==> src/include/pin_mux_pkg.sv <==
// Purpose: Shared constants and types for the port E pin function selector.
// Assumes: 16-bit register data, byte offsets on a plain strobe port.
// Notes:   Mode fields are three bits wide in four-bit slots; slot bit 3 is reserved.

package pin_mux_pkg;

	////////////////////////////////////////////////////////////////////////////////
	// Bus geometry
	localparam int ADDR_W   = 8;
	localparam int DATA_W   = 16;
	localparam int PIN_W    = 16;

	////////////////////////////////////////////////////////////////////////////////
	// Register offsets
	localparam logic [ADDR_W-1:0] OFS_DIRECTION  = 8'h00;
	localparam logic [ADDR_W-1:0] OFS_SEL_UPPER  = 8'h04;
	localparam logic [ADDR_W-1:0] OFS_SEL_LOWER  = 8'h08;
	localparam logic [ADDR_W-1:0] OFS_PORT_DATA  = 8'h0C;
	localparam logic [ADDR_W-1:0] OFS_PIN_STATE  = 8'h10;
	localparam logic [ADDR_W-1:0] OFS_ROUTE_STAT = 8'h14;

	////////////////////////////////////////////////////////////////////////////////
	// Reset values
	localparam logic [DATA_W-1:0] RST_DIRECTION = 16'h0000;
	localparam logic [DATA_W-1:0] RST_SEL_UPPER = 16'h0000;
	localparam logic [DATA_W-1:0] RST_SEL_LOWER = 16'h0000;
	localparam logic [DATA_W-1:0] RST_PORT_DATA = 16'h0000;
	localparam logic [DATA_W-1:0] RST_ZERO      = 16'h0000;

	////////////////////////////////////////////////////////////////////////////////
	// Field layout
	localparam int MODE_W        = 3;
	localparam int SLOT_W        = 4;
	localparam int SLOTS         = 4;
	localparam int LOWER_BASE    = 4;
	localparam int UPPER_BASE    = 8;
	localparam logic [DATA_W-1:0] SEL_WRITE_MASK = 16'h7777;

	// Pins carrying serial functions
	localparam int PIN_RXD = 11;
	localparam int PIN_TXD = 5;
	localparam int PIN_SCK = 6;

	// Route status bit positions
	localparam int STAT_RXD = 0;
	localparam int STAT_TXD = 1;
	localparam int STAT_SCK = 2;

	// Synchroniser depth for pin inputs
	localparam int SYNC_STAGES = 3;

	////////////////////////////////////////////////////////////////////////////////
	// Mode codes
	typedef logic [MODE_W-1:0] pin_mode_t;
	localparam pin_mode_t MODE_PORT = 3'h0;
	localparam pin_mode_t MODE_TXD  = 3'h2;
	localparam pin_mode_t MODE_SCK  = 3'h2;
	localparam pin_mode_t MODE_RXD  = 3'h3;

	// Idle levels of the receive and clock inputs while no pin feeds them
	localparam logic RXD_IDLE = 1'b1;
	localparam logic SCK_IDLE = 1'b0;

endpackage : pin_mux_pkg

==> src/include/pin_sync_if.sv <==
// Purpose: Carries raw pin levels to the filter and filtered levels back.
// Assumes: One clock domain on the filtered side.
// Notes:   Only the main module and the filter use it.

`timescale 1ns/1ps

interface pin_sync_if #(
	parameter int W = 16
);
	logic [W-1:0] raw;
	logic [W-1:0] level;

	modport filter (input raw, output level);
	modport user   (output raw, input level);
endinterface : pin_sync_if

==> src/hdl/pin_input_filter.sv <==
// Purpose: Three-stage synchroniser with agreement filter for port pins.
// Assumes: Pins are asynchronous to ref_clk.
// Notes:   A new level is taken only when stages two and three agree.

`timescale 1ns/1ps

module pin_input_filter
	import pin_mux_pkg::*;
#(
	parameter int W = PIN_W
) (
	input  wire logic  ref_clk,
	input  wire logic  reset,
	pin_sync_if.filter sync
);

	logic [W-1:0] stage1_r;
	logic [W-1:0] stage2_r;
	logic [W-1:0] stage3_r;
	logic [W-1:0] level_r;
	logic [W-1:0] level_nxt;

	////////////////////////////////////////////////////////////////////////////////
	// Stage one feeds only stage two, so no logic sees a metastable value
	always_comb begin
		level_nxt = level_r;
		for (int i = 0; i < W; i++) begin
			if (stage2_r[i] == stage3_r[i]) begin
				level_nxt[i] = stage3_r[i];
			end
		end
	end

	always_ff @(posedge ref_clk) begin
		if (reset) begin
			stage1_r <= '0;
			stage2_r <= '0;
			stage3_r <= '0;
			level_r  <= '0;
		end else begin
			stage1_r <= sync.raw;
			stage2_r <= stage1_r;
			stage3_r <= stage2_r;
			level_r  <= level_nxt;
		end
	end

	assign sync.level = level_r;

endmodule : pin_input_filter

==> src/hdl/port_e_pin_function_select.sv <==
// Purpose: Direction and function selection for a sixteen-pin port with serial routing.
// Assumes: Single ref_clk domain; pins asynchronous; serial channel on ref_clk.
// Notes:   Pin outputs and enables are registered, so they lag a register write by one cycle.
//
// Design decisions made here: the address-and-strobe port and the address map.

`timescale 1ns/1ps

// Function
// RULE_01: Each pin has a direction bit at its own bit position, 0 for input and 1 for output.
// RULE_02: Each multiplexed pin has a three-bit mode in a four-bit slot, and mode 000 gives plain port I/O.
// RULE_03: Pin 11 with mode 011 in bits 14 to 12 of the upper select feeds the serial receive input.
// RULE_04: Pin 5 with mode 010 in bits 6 to 4 of the lower select is driven by serial transmit data.
// RULE_05: Pin 6 with mode 010 in bits 10 to 8 of the lower select carries the two-way serial clock.
// RULE_06: Reserved bits 15, 11, 7 and 3 of the select registers read zero and ignore writes.
module port_e_pin_function_select
	import pin_mux_pkg::*;
#(
	parameter int PINS = PIN_W
) (
	input  wire logic              ref_clk,
	input  wire logic              reset,
	input  wire logic [ADDR_W-1:0] reg_addr,
	input  wire logic [DATA_W-1:0] reg_wdata,
	input  wire logic              reg_write,
	input  wire logic              reg_read,
	output logic      [DATA_W-1:0] reg_rdata,
	input  wire logic [PINS-1:0]   pin_in,
	output logic      [PINS-1:0]   pin_out,
	output logic      [PINS-1:0]   pin_oe,
	input  wire logic              serial_transmit_line,
	input  wire logic              serial_clock_out,
	input  wire logic              serial_clock_oe,
	output logic                   serial_receive_line,
	output logic                   serial_clock_in
);

	////////////////////////////////////////////////////////////////////////////////
	// Register state
	logic [DATA_W-1:0] port_e_direction_low_r;
	logic [DATA_W-1:0] port_e_direction_low_nxt;
	logic [DATA_W-1:0] port_e_function_select_upper_r;
	logic [DATA_W-1:0] port_e_function_select_upper_nxt;
	logic [DATA_W-1:0] port_e_function_select_lower_r;
	logic [DATA_W-1:0] port_e_function_select_lower_nxt;
	logic [DATA_W-1:0] port_data_r;
	logic [DATA_W-1:0] port_data_nxt;
	logic [DATA_W-1:0] rdata_r;
	logic [DATA_W-1:0] rdata_nxt;

	////////////////////////////////////////////////////////////////////////////////
	// Pin side state
	logic [PINS-1:0]   pin_out_r;
	logic [PINS-1:0]   pin_out_nxt;
	logic [PINS-1:0]   pin_oe_r;
	logic [PINS-1:0]   pin_oe_nxt;
	logic              receive_r;
	logic              receive_nxt;
	logic              clock_in_r;
	logic              clock_in_nxt;

	pin_mode_t         pin_mode [PINS];
	logic              rxd_sel;
	logic              txd_sel;
	logic              sck_sel;
	logic [DATA_W-1:0] route_status;

	pin_sync_if #(.W(PINS)) sync ();

	////////////////////////////////////////////////////////////////////////////////
	// Input synchroniser
	assign sync.raw = pin_in;

	pin_input_filter #(
		.W       (PINS)
	) u_filter (
		.ref_clk (ref_clk),
		.reset   (reset),
		.sync    (sync)
	);

	////////////////////////////////////////////////////////////////////////////////
	// Mode field extraction; pins outside 4..11 have no field and stay port pins
	genvar gp;
	generate
		for (gp = 0; gp < PINS; gp++) begin : g_mode
			if (gp >= UPPER_BASE && gp < UPPER_BASE + SLOTS) begin : g_upper
				assign pin_mode[gp] =
					port_e_function_select_upper_r[(gp - UPPER_BASE) * SLOT_W +: MODE_W]; // RULE_02
			end else if (gp >= LOWER_BASE && gp < LOWER_BASE + SLOTS) begin : g_lower
				assign pin_mode[gp] =
					port_e_function_select_lower_r[(gp - LOWER_BASE) * SLOT_W +: MODE_W]; // RULE_02
			end else begin : g_fixed
				assign pin_mode[gp] = MODE_PORT;
			end
		end
	endgenerate

	assign rxd_sel = (pin_mode[PIN_RXD] == MODE_RXD); // RULE_03
	assign txd_sel = (pin_mode[PIN_TXD] == MODE_TXD); // RULE_04
	assign sck_sel = (pin_mode[PIN_SCK] == MODE_SCK); // RULE_05

	////////////////////////////////////////////////////////////////////////////////
	// Per-pin drive; peripheral functions override the direction bit so a
	// serial pin cannot be stranded by a stale port setting
	generate
		for (gp = 0; gp < PINS; gp++) begin : g_drive
			if (gp == PIN_TXD) begin : g_txd
				assign pin_out_nxt[gp] = txd_sel ? serial_transmit_line : port_data_r[gp]; // RULE_04
				assign pin_oe_nxt[gp]  = txd_sel ? 1'b1 : port_e_direction_low_r[gp]; // RULE_04
			end else if (gp == PIN_SCK) begin : g_sck
				assign pin_out_nxt[gp] = sck_sel ? serial_clock_out : port_data_r[gp]; // RULE_05
				assign pin_oe_nxt[gp]  = sck_sel ? serial_clock_oe : port_e_direction_low_r[gp]; // RULE_05
			end else if (gp == PIN_RXD) begin : g_rxd
				assign pin_out_nxt[gp] = port_data_r[gp];
				assign pin_oe_nxt[gp]  = rxd_sel ? 1'b0 : port_e_direction_low_r[gp]; // RULE_03
			end else begin : g_port
				assign pin_out_nxt[gp] = port_data_r[gp]; // RULE_02
				assign pin_oe_nxt[gp]  = port_e_direction_low_r[gp]; // RULE_01
			end
		end
	endgenerate

	////////////////////////////////////////////////////////////////////////////////
	// Serial inputs; unrouted lines hold their idle level so the channel sees no false start
	always_comb begin
		receive_nxt  = rxd_sel ? sync.level[PIN_RXD] : RXD_IDLE; // RULE_03
		clock_in_nxt = sck_sel ? sync.level[PIN_SCK] : SCK_IDLE; // RULE_05
	end

	always_ff @(posedge ref_clk) begin
		if (reset) begin
			pin_out_r  <= '0;
			pin_oe_r   <= '0;
			receive_r  <= RXD_IDLE;
			clock_in_r <= SCK_IDLE;
		end else begin
			pin_out_r  <= pin_out_nxt;
			pin_oe_r   <= pin_oe_nxt;
			receive_r  <= receive_nxt;
			clock_in_r <= clock_in_nxt;
		end
	end

	////////////////////////////////////////////////////////////////////////////////
	// Register writes
	always_comb begin
		port_e_direction_low_nxt         = port_e_direction_low_r;
		port_e_function_select_upper_nxt = port_e_function_select_upper_r;
		port_e_function_select_lower_nxt = port_e_function_select_lower_r;
		port_data_nxt                    = port_data_r;
		if (reg_write) begin
			case (reg_addr)
				OFS_DIRECTION: begin
					port_e_direction_low_nxt = reg_wdata; // RULE_01
				end
				OFS_SEL_UPPER: begin
					port_e_function_select_upper_nxt = reg_wdata & SEL_WRITE_MASK; // RULE_06
				end
				OFS_SEL_LOWER: begin
					port_e_function_select_lower_nxt = reg_wdata & SEL_WRITE_MASK; // RULE_06
				end
				OFS_PORT_DATA: begin
					port_data_nxt = reg_wdata;
				end
				default: begin
					port_data_nxt = port_data_r;
				end
			endcase
		end
	end

	always_ff @(posedge ref_clk) begin
		if (reset) begin
			port_e_direction_low_r         <= RST_DIRECTION;
			port_e_function_select_upper_r <= RST_SEL_UPPER;
			port_e_function_select_lower_r <= RST_SEL_LOWER;
			port_data_r                    <= RST_PORT_DATA;
		end else begin
			port_e_direction_low_r         <= port_e_direction_low_nxt;
			port_e_function_select_upper_r <= port_e_function_select_upper_nxt;
			port_e_function_select_lower_r <= port_e_function_select_lower_nxt;
			port_data_r                    <= port_data_nxt;
		end
	end

	////////////////////////////////////////////////////////////////////////////////
	// Register reads; data stand only in the cycle after the strobe
	always_comb begin
		route_status           = RST_ZERO;
		route_status[STAT_RXD] = rxd_sel;
		route_status[STAT_TXD] = txd_sel;
		route_status[STAT_SCK] = sck_sel;
	end

	always_comb begin
		rdata_nxt = RST_ZERO;
		if (reg_read) begin
			case (reg_addr)
				OFS_DIRECTION:  rdata_nxt = port_e_direction_low_r;
				OFS_SEL_UPPER:  rdata_nxt = port_e_function_select_upper_r & SEL_WRITE_MASK; // RULE_06
				OFS_SEL_LOWER:  rdata_nxt = port_e_function_select_lower_r & SEL_WRITE_MASK; // RULE_06
				OFS_PORT_DATA:  rdata_nxt = port_data_r;
				OFS_PIN_STATE:  rdata_nxt = sync.level;
				OFS_ROUTE_STAT: rdata_nxt = route_status;
				default:        rdata_nxt = RST_ZERO;
			endcase
		end
	end

	always_ff @(posedge ref_clk) begin
		if (reset) begin
			rdata_r <= RST_ZERO;
		end else begin
			rdata_r <= rdata_nxt;
		end
	end

	////////////////////////////////////////////////////////////////////////////////
	// Outputs
	assign reg_rdata           = rdata_r;
	assign pin_out             = pin_out_r;
	assign pin_oe              = pin_oe_r;
	assign serial_receive_line = receive_r;
	assign serial_clock_in     = clock_in_r;

endmodule : port_e_pin_function_select

==> config.mk <==
export PLATFORM = sky130hd
export DESIGN_NAME = port_e_pin_function_select
export DESIGN_NICKNAME = d
export VERILOG_FILES = /design/src/include/pin_mux_pkg.sv /design/src/include/pin_sync_if.sv /design/src/hdl/pin_input_filter.sv /design/src/hdl/port_e_pin_function_select.sv
export SDC_FILE = /design/constraint.sdc
export NUM_CORES = 1
export LEC_CHECK = 0
export ABC_CLOCK_PERIOD_IN_PS = 2400
export BUFFER_PORTS_ARGS = -buffer_cell sky130_fd_sc_hd__buf_4
export CORE_ASPECT_RATIO = 1.25
export CORE_MARGIN = 3
export CORE_UTILIZATION = 45
export DETAILED_ROUTE_END_ITERATION = 7
export PLACE_DENSITY_LB_ADDON = 0.05
export SLEW_MARGIN = 5
export SYNTH_ARGS = -nofsm -noshare
export SYNTH_HDL_FRONTEND = slang
export SYNTH_SLANG_ARGS = --single-unit
==> constraint.sdc <==
create_clock -name ref_clk -period 2.4 [get_ports ref_clk]
set_clock_uncertainty 0.1 [all_clocks]
set_input_delay 0.24 -clock ref_clk [delete_from_list [all_inputs] [get_ports ref_clk]]
set_output_delay 0.24 -clock ref_clk [all_outputs]
set_load 0.005 [all_outputs]
==> results of run 1 <==
[synthesized netlist by cell type (3+ instances only)]
library cell                number  area, µm²
sky130_fd_sc_hd__a21oi_1        73        365
sky130_fd_sc_hd__a21oi_2        10       87.6
sky130_fd_sc_hd__a22o_1          4       35.0
sky130_fd_sc_hd__a22oi_1         9       67.6
sky130_fd_sc_hd__and3_1          3       18.8
sky130_fd_sc_hd__and3b_1         3       26.3
sky130_fd_sc_hd__buf_1           5       18.8
sky130_fd_sc_hd__buf_2          11       55.1
sky130_fd_sc_hd__buf_4           3       22.5
sky130_fd_sc_hd__clkbuf_1       18       67.6
sky130_fd_sc_hd__dfxtp_1       170       3400
sky130_fd_sc_hd__mux2_2         12        135
sky130_fd_sc_hd__mux2i_1        12        120
sky130_fd_sc_hd__mux4_2          3       67.6
sky130_fd_sc_hd__nand2_1       118        443
sky130_fd_sc_hd__nand3_1        22        110
sky130_fd_sc_hd__nor2_1         15       56.3
sky130_fd_sc_hd__nor2b_1        83        519
sky130_fd_sc_hd__nor3b_1         3       22.5
sky130_fd_sc_hd__o21ai_0        16       80.1
sky130_fd_sc_hd__o2bb2ai_1       4       35.0
sky130_fd_sc_hd__or3_1           4       25.0
[stage by stage]
step	std cells	utilization	setup slack, ns
floorplan	617	-	0.943
global placement	849	0.527	0.553
detailed placement	849	0.527	0.502
CTS	909	0.596	0.909
global route	909	0.596	0.770
finish	909	0.596	0.913
[worst max-delay path, delay by kind of cell (launching register included)]
kind | cells | cell delay (ns)
simple gates | 2 | 0.60
flops | 1 | 0.36
mux | 1 | 0.30
compound gates | 1 | 0.07
[worst paths after layout]
| path | from | endpoint | slack, ns | cells past startpoint |
|---|---|---|---|---|
| setup / recovery | port_e_function_select_lower_r[9] | reg_rdata[2] | 0.91 | 4 |
| hold reg to reg | u_filter.stage1_r[4] | u_filter.stage2_r[4] | 0.34 | 1 |
| setup reg to reg | port_e_function_select_lower_r[9] | reg_rdata[2] | 0.91 | 4 |
| hold / removal | reg_wdata[14] | port_e_function_select_lower_r[14] | 0.02 | 3 |
[flip-flops by register name, summed over array words and instances, names as in the netlist]
| register | cells |
|---|---|
| pin_oe | 16 |
| u_filter.stage2_r | 16 |
| serial_clock_in | 1 |
| port_data_r | 16 |
| port_e_function_select_lower_r | 12 |
| port_e_function_select_upper_r | 12 |
| reg_rdata | 16 |
| serial_receive_line | 1 |
| port_e_direction_low_r | 16 |
| u_filter.stage1_r | 16 |
| pin_out | 16 |
| u_filter.sync.level | 16 |
| u_filter.stage3_r | 16 |
[where the power goes]
| part | leakage, µW | internal (µW) | switching, µW |
|---|---|---|---|
| Combinational | 0.00122 | 118 | 123 |
| Sequential | 0.00138 | 2860 | 12.1 |
| Clock | 0.000287 | 1700 | 1080 |
| Total | 0.00288 | 4670 | 1220 |
[layer usage]
metal,GRT usage,share of wire,up-vias
li1,-,-,2287
met1,0.243,0.44,2127
met2,0.320,0.51,108
met3,0.0429,0.044,15
met4,0.0709,0.014,0
met5,0,0,-
[area by class of cell]
class                      instances  area [µm²]  area share
sequential                       170        3400       0.447
multi-input combinational        407        2330       0.305
timing repair buffer             132        1070       0.141
clock buffer                      22         464      0.0609
tap                              168         210      0.0276
clock inverter                    10         140      0.0184
[logic make-up after synthesis]
family / after synthesis
mux: 27
simple gates: 262
buf+inv: 40
compound gates: 118
flops: 170
[what timing repair did]
item / CTS / global route
endpoints found under the setup margin: 0 / 0
hold buffers: 28 / 0
hold endpoints to repair: 34 / 0
==> run metrics, run 1 <==
routed wire length 13.8 mm; number of antenna violations at the first check in global routing 0; slowest cell on the critical path sky130_fd_sc_hd__nor3b_1; area share of xor/xnor cells in the synthesized design 0; Finished Cell Area around 7600 µm²; most common library cell in the layout ignoring fill and taps sky130_fd_sc_hd__dfxtp_1; number of standard-cell rows in the floorplan 46; final setup violation count 0; maximum number of pins on one net before global-route repair about 160; clock latency of the later-clocked register in the worst-skew pair 0.41 ns; area share of and/or/nand/nor cells after synthesis 0.222; total number of vias 4537; post-synthesis compound-gate area fraction 0.116; fmax 672 MHz; transition time of the tightest slew-check pin approximately 0.74 ns; IO Count between 90 and 100; Area growth, synth to finish 28.4%; remaining antenna violation count after routing 0; floorplan die width 109 µm; number of hold violations in the final report 0; root buffer cell sky130_fd_sc_hd__clkbuf_16; tightest slew margin relative to the limit 0.503; Setup crit end kind flip-flop; number of filler cells placed in the layout ~1100; Sum Neg Setup Slack 0 ns; drt pass-1 iters 4; reported leakage power approximately 0.0029 µW; overall die height approximately 130 µm; number of I/O port buffers 96; standard cell area after detailed placement 6730 µm²; total power divided by cell area 773 nW/µm²; clock tree from TritonCTS built; final clock period utilization by the worst path 0.620; Min-Delay Path Class input pin to flip-flop; worst stage delay on the critical path 0.52 ns; Post CTS Setup Buffer Count 0; ordered cell list for the critical path nor3b_1, mux2_2, a21oi_1, nor2_1; Avg Cell Area, Syn between 9 and 10 µm²; kind of critical path flip-flop to flip-flop; total inserted antenna cells 0; Data required, critical path 2.65 ns; number of gates resized after cts 0; synthesized net count 664; Critical Path Fanout Max 4; vias in the first global route approximately 4300; CTS H-tree depth 4; highest ir drop seen on vdd ~0.47 mV; number of synthesized register bits 170; post-detailed-route wirelength per cell 15.2 µm; adder-cell share of the synthesized area 0; post-synthesis async set-or-reset flop share 0; Floorplan Core Area 12800 µm²; share of cell area taken by muxes after synthesis 0.0544; outcome complete, no violations; Cell variety after synth 34; residual overflow from global routing 0; deepest clock path buffer count 2; warning count from the yosys run 0; starting utilization of the core area 0.464; Post-synth EDFFs 0; Worst setup SP type flip-flop; max-slew violation count 0; number of buffers inserted during clock tree synthesis 17; overall global routing resource usage 0.192; post-detail-place hpwl between 9 and 10 mm; DRC Markers 0; number of instances in the synthesized netlist just over 600; Die Area 14600 µm²; fin crit period approximately 1.5 ns; dominant combinational cell family by area after synthesis simple AND/OR/NAND/NOR gates; cell area after technology mapping 5930 µm²; initial drt markers 183; Power Total 5890 µW; proportion of layout cells with a drive suffix above 1 0.216; critical path arrival between 1.5 and 2 ns; routability cong. between 0.8 and 0.9; WHS 0.0185 ns; Nets between 700 and 800; via-per-instance ratio 4.99; first-pass GRT wire length 21.7 mm; maxcap violations 0; RSZ-0062 raised after global routing no; number of sinks handled by clock tree synthesis 170; most frequently used flop master after synthesis sky130_fd_sc_hd__dfxtp_1; clock-pin slew reported for the worst setup and hold paths after clock tree synthesis 0.06 ns; post-synthesis sequential area ratio 0.574; most frequent cells in the layout 170 x sky130_fd_sc_hd__dfxtp_1, 118 x sky130_fd_sc_hd__nand2_1, 103 x sky130_fd_sc_hd__buf_4
No activity file was read; power rests on OpenSTA's default activity.
==> run 2: changes to the inputs <==
ABC_CLOCK_PERIOD_IN_PS = 1200   (was 2400)
clock period = 1.2 ns   (was 2.4 ns; I/O delays follow)
==> run 2 against run 1 <==
- the run now ends with setup timing left
- critical endpoint unchanged
- setup slack lost 1.0 ns
- die area is the same
- core utilization grew 5.4 points
- highest routed layer unchanged
- worst hold slack gained 0.024 ns
- critical path type unchanged
==> run metrics, run 2 (synthesis gave the netlist of run 1 again) <==
Data required, critical path 1.41 ns; number of hold violations in the final report 0; kind of critical path flip-flop to flip-flop; clock-pin slew reported for the worst setup and hold paths after clock tree synthesis 0.06 ns; Die Area 14600 µm²; proportion of layout cells with a drive suffix above 1 0.310; highest ir drop seen on vdd 0.894 mV; post-placement setup slack -0.261 ns; post-detail-place hpwl between 10 and 15 mm; CTS H-tree depth 4; remaining antenna violation count after routing 0; Setup crit end kind flip-flop; floorplan die width 109 µm; worst stage delay on the critical path around 0.46 ns; Switching Share 0.217; routability cong. between 0.8 and 0.9; final setup violation count 3; total inserted antenna cells 0; vias in the first global route 4560; fin crit period 1.29 ns; most frequent cells in the layout 160 x sky130_fd_sc_hd__dfxtp_1, 147 x sky130_fd_sc_hd__buf_4, 108 x sky130_fd_sc_hd__nand2_1; critical path arrival 1.50 ns; maximum number of pins on one net before global-route repair 101; max-slew violation count 0; Worst setup SP type flip-flop; Critical Path Fanout Max 2; fmax 777 MHz; RSZ-0062 raised after global routing yes; IO Count 97; Floorplan Core Area 12800 µm²; Internal 9480 µW; initial drt markers 227; outcome finished, violations left; number of buffers inserted during clock tree synthesis 17; switching power of the nets 2630 µW; number of standard-cell rows in the floorplan 46; number of I/O port buffers 96; maxcap violations 0; overall global routing resource usage 0.204; post-layout utilization of the core 0.651; reported leakage power ~0.0032 µW; residual overflow from global routing 0; via-per-instance ratio 4.91; Nets 833; Finished Cell Area 8310 µm²; violations in the final reports setup timing; overall die height between 100 and 150 µm; clock tree from TritonCTS built; root buffer cell sky130_fd_sc_hd__clkbuf_16; Combinational Power Share 0.048; Area growth, synth to finish 40.2%; starting utilization of the core area 0.464; DRC Markers 0; most common library cell in the layout ignoring fill and taps sky130_fd_sc_hd__dfxtp_1; tightest slew margin relative to the limit 0.710; total power divided by cell area 1460 nW/µm²; share of power burned in the clock network 0.478; ordered cell list for the critical path mux4_2, nor2b_4, a21oi_2, nor2_1; slowest cell on the critical path sky130_fd_sc_hd__mux4_2; part of the power in registers 0.473; number of sinks handled by clock tree synthesis 170; drt pass-1 iters 5; post-detailed-route wirelength per cell 15.1 µm; transition time of the tightest slew-check pin 0.434 ns; total number of vias roughly 4800; clock latency of the later-clocked register in the worst-skew pair 0.41 ns; number of antenna violations at the first check in global routing 0; standard cell area after detailed placement 7220 µm²; deepest clock path buffer count 2; final setup slack of the worst path -0.0867 ns; Min-Delay Path Class input pin to flip-flop; routed wire length 14.6 mm; first-pass GRT wire length between 20 and 25 mm; final clock period utilization by the worst path 1.07
## run 2: changes by cell type in the layout (fill, tap and decap cells not counted), moves of 5 or more
cell,before,now
sky130_fd_sc_hd__a22oi_1,9,4
sky130_fd_sc_hd__nand2_1,118,108
sky130_fd_sc_hd__buf_12,1,7
sky130_fd_sc_hd__dfxtp_2,0,10
sky130_fd_sc_hd__dlygate4sd3_1,28,35
sky130_fd_sc_hd__a22oi_2,0,5
sky130_fd_sc_hd__nand2_2,0,10
sky130_fd_sc_hd__buf_4,103,147
sky130_fd_sc_hd__dfxtp_1,170,160
## run 2: per-stage QoR
| stage | instances | power (µW) | setup TNS (ns) | hold slack (ns) |
|---|---|---|---|---|
| 3_5_place_dp | 899 | 6350 | -14.98 | 0.235 |
| 3_3_place_gp | 899 | 6340 | -13.51 | 0.230 |
| 6_report | 967 | 12100 | -0.193 | 0.0426 |
| 4_1_cts | 967 | 12200 | -0.216 | 0.0292 |
| 5_1_grt | 967 | 12500 | -0.365 | 0.0504 |
| 2_1_floorplan | 617 | 6080 | -2.23 | 0.148 |
## run 2: final cells by class
cell class / instances / area [µm²]
Clock buffer: 19 / 453
Sequential cell: 170 / 3420
Timing Repair Buffer: 190 / 1610
Clock inverter: 13 / 181
Tap cell: 168 / 210
Fill cell: 1053 / 4460
Multi-Input combinational cell: 407 / 2450
## run 2: worst max-delay path, delay by kind of cell (launching register included)
| family | cells | cell delay (ns) |
|---|---|---|
| compound gates | 1 | 0.11 |
| flops | 1 | 0.33 |
| simple gates | 2 | 0.19 |
| mux | 1 | 0.46 |
## run 2: power by group through the flow
stage	Combinational, µW	Clock [µW]	Sequential (µW)
floorplan	225	0	5850
global placement	481	0	5860
detailed placement	489	0	5860
CTS	583	5900	5730
global route	631	6130	5740
finish	587	5790	5730
## run 2: path summary, 6_finish.rpt
| kind | startpoint | to | slack [ns] | cells past startpoint |
|---|---|---|---|---|
| worst max-delay path | port_data_r[2] | reg_rdata[2] | -0.09 | 4 |
| worst min-delay path | reg_read | reg_rdata[0] | 0.04 | 4 |
| worst max register to register | port_data_r[2] | reg_rdata[2] | -0.09 | 4 |
| worst min register to register | u_filter.stage1_r[13] | u_filter.stage2_r[13] | 0.34 | 1 |
## run 2: timing repair
item	CTS	global route
hold endpoints to repair	75	0
buffers inserted	1	0
setup endpoints to repair	5	11
pin swaps	1	1
resized for setup	7	19
hold buffers	35	0
## run 2: per-layer routing
metal | global-route usage | share of wire
met3 | 0.0400 | 0.040
met5 | 0 | 0
met4 | 0.0786 | 0.012
met1 | 0.253 | 0.43
met2 | 0.347 | 0.52
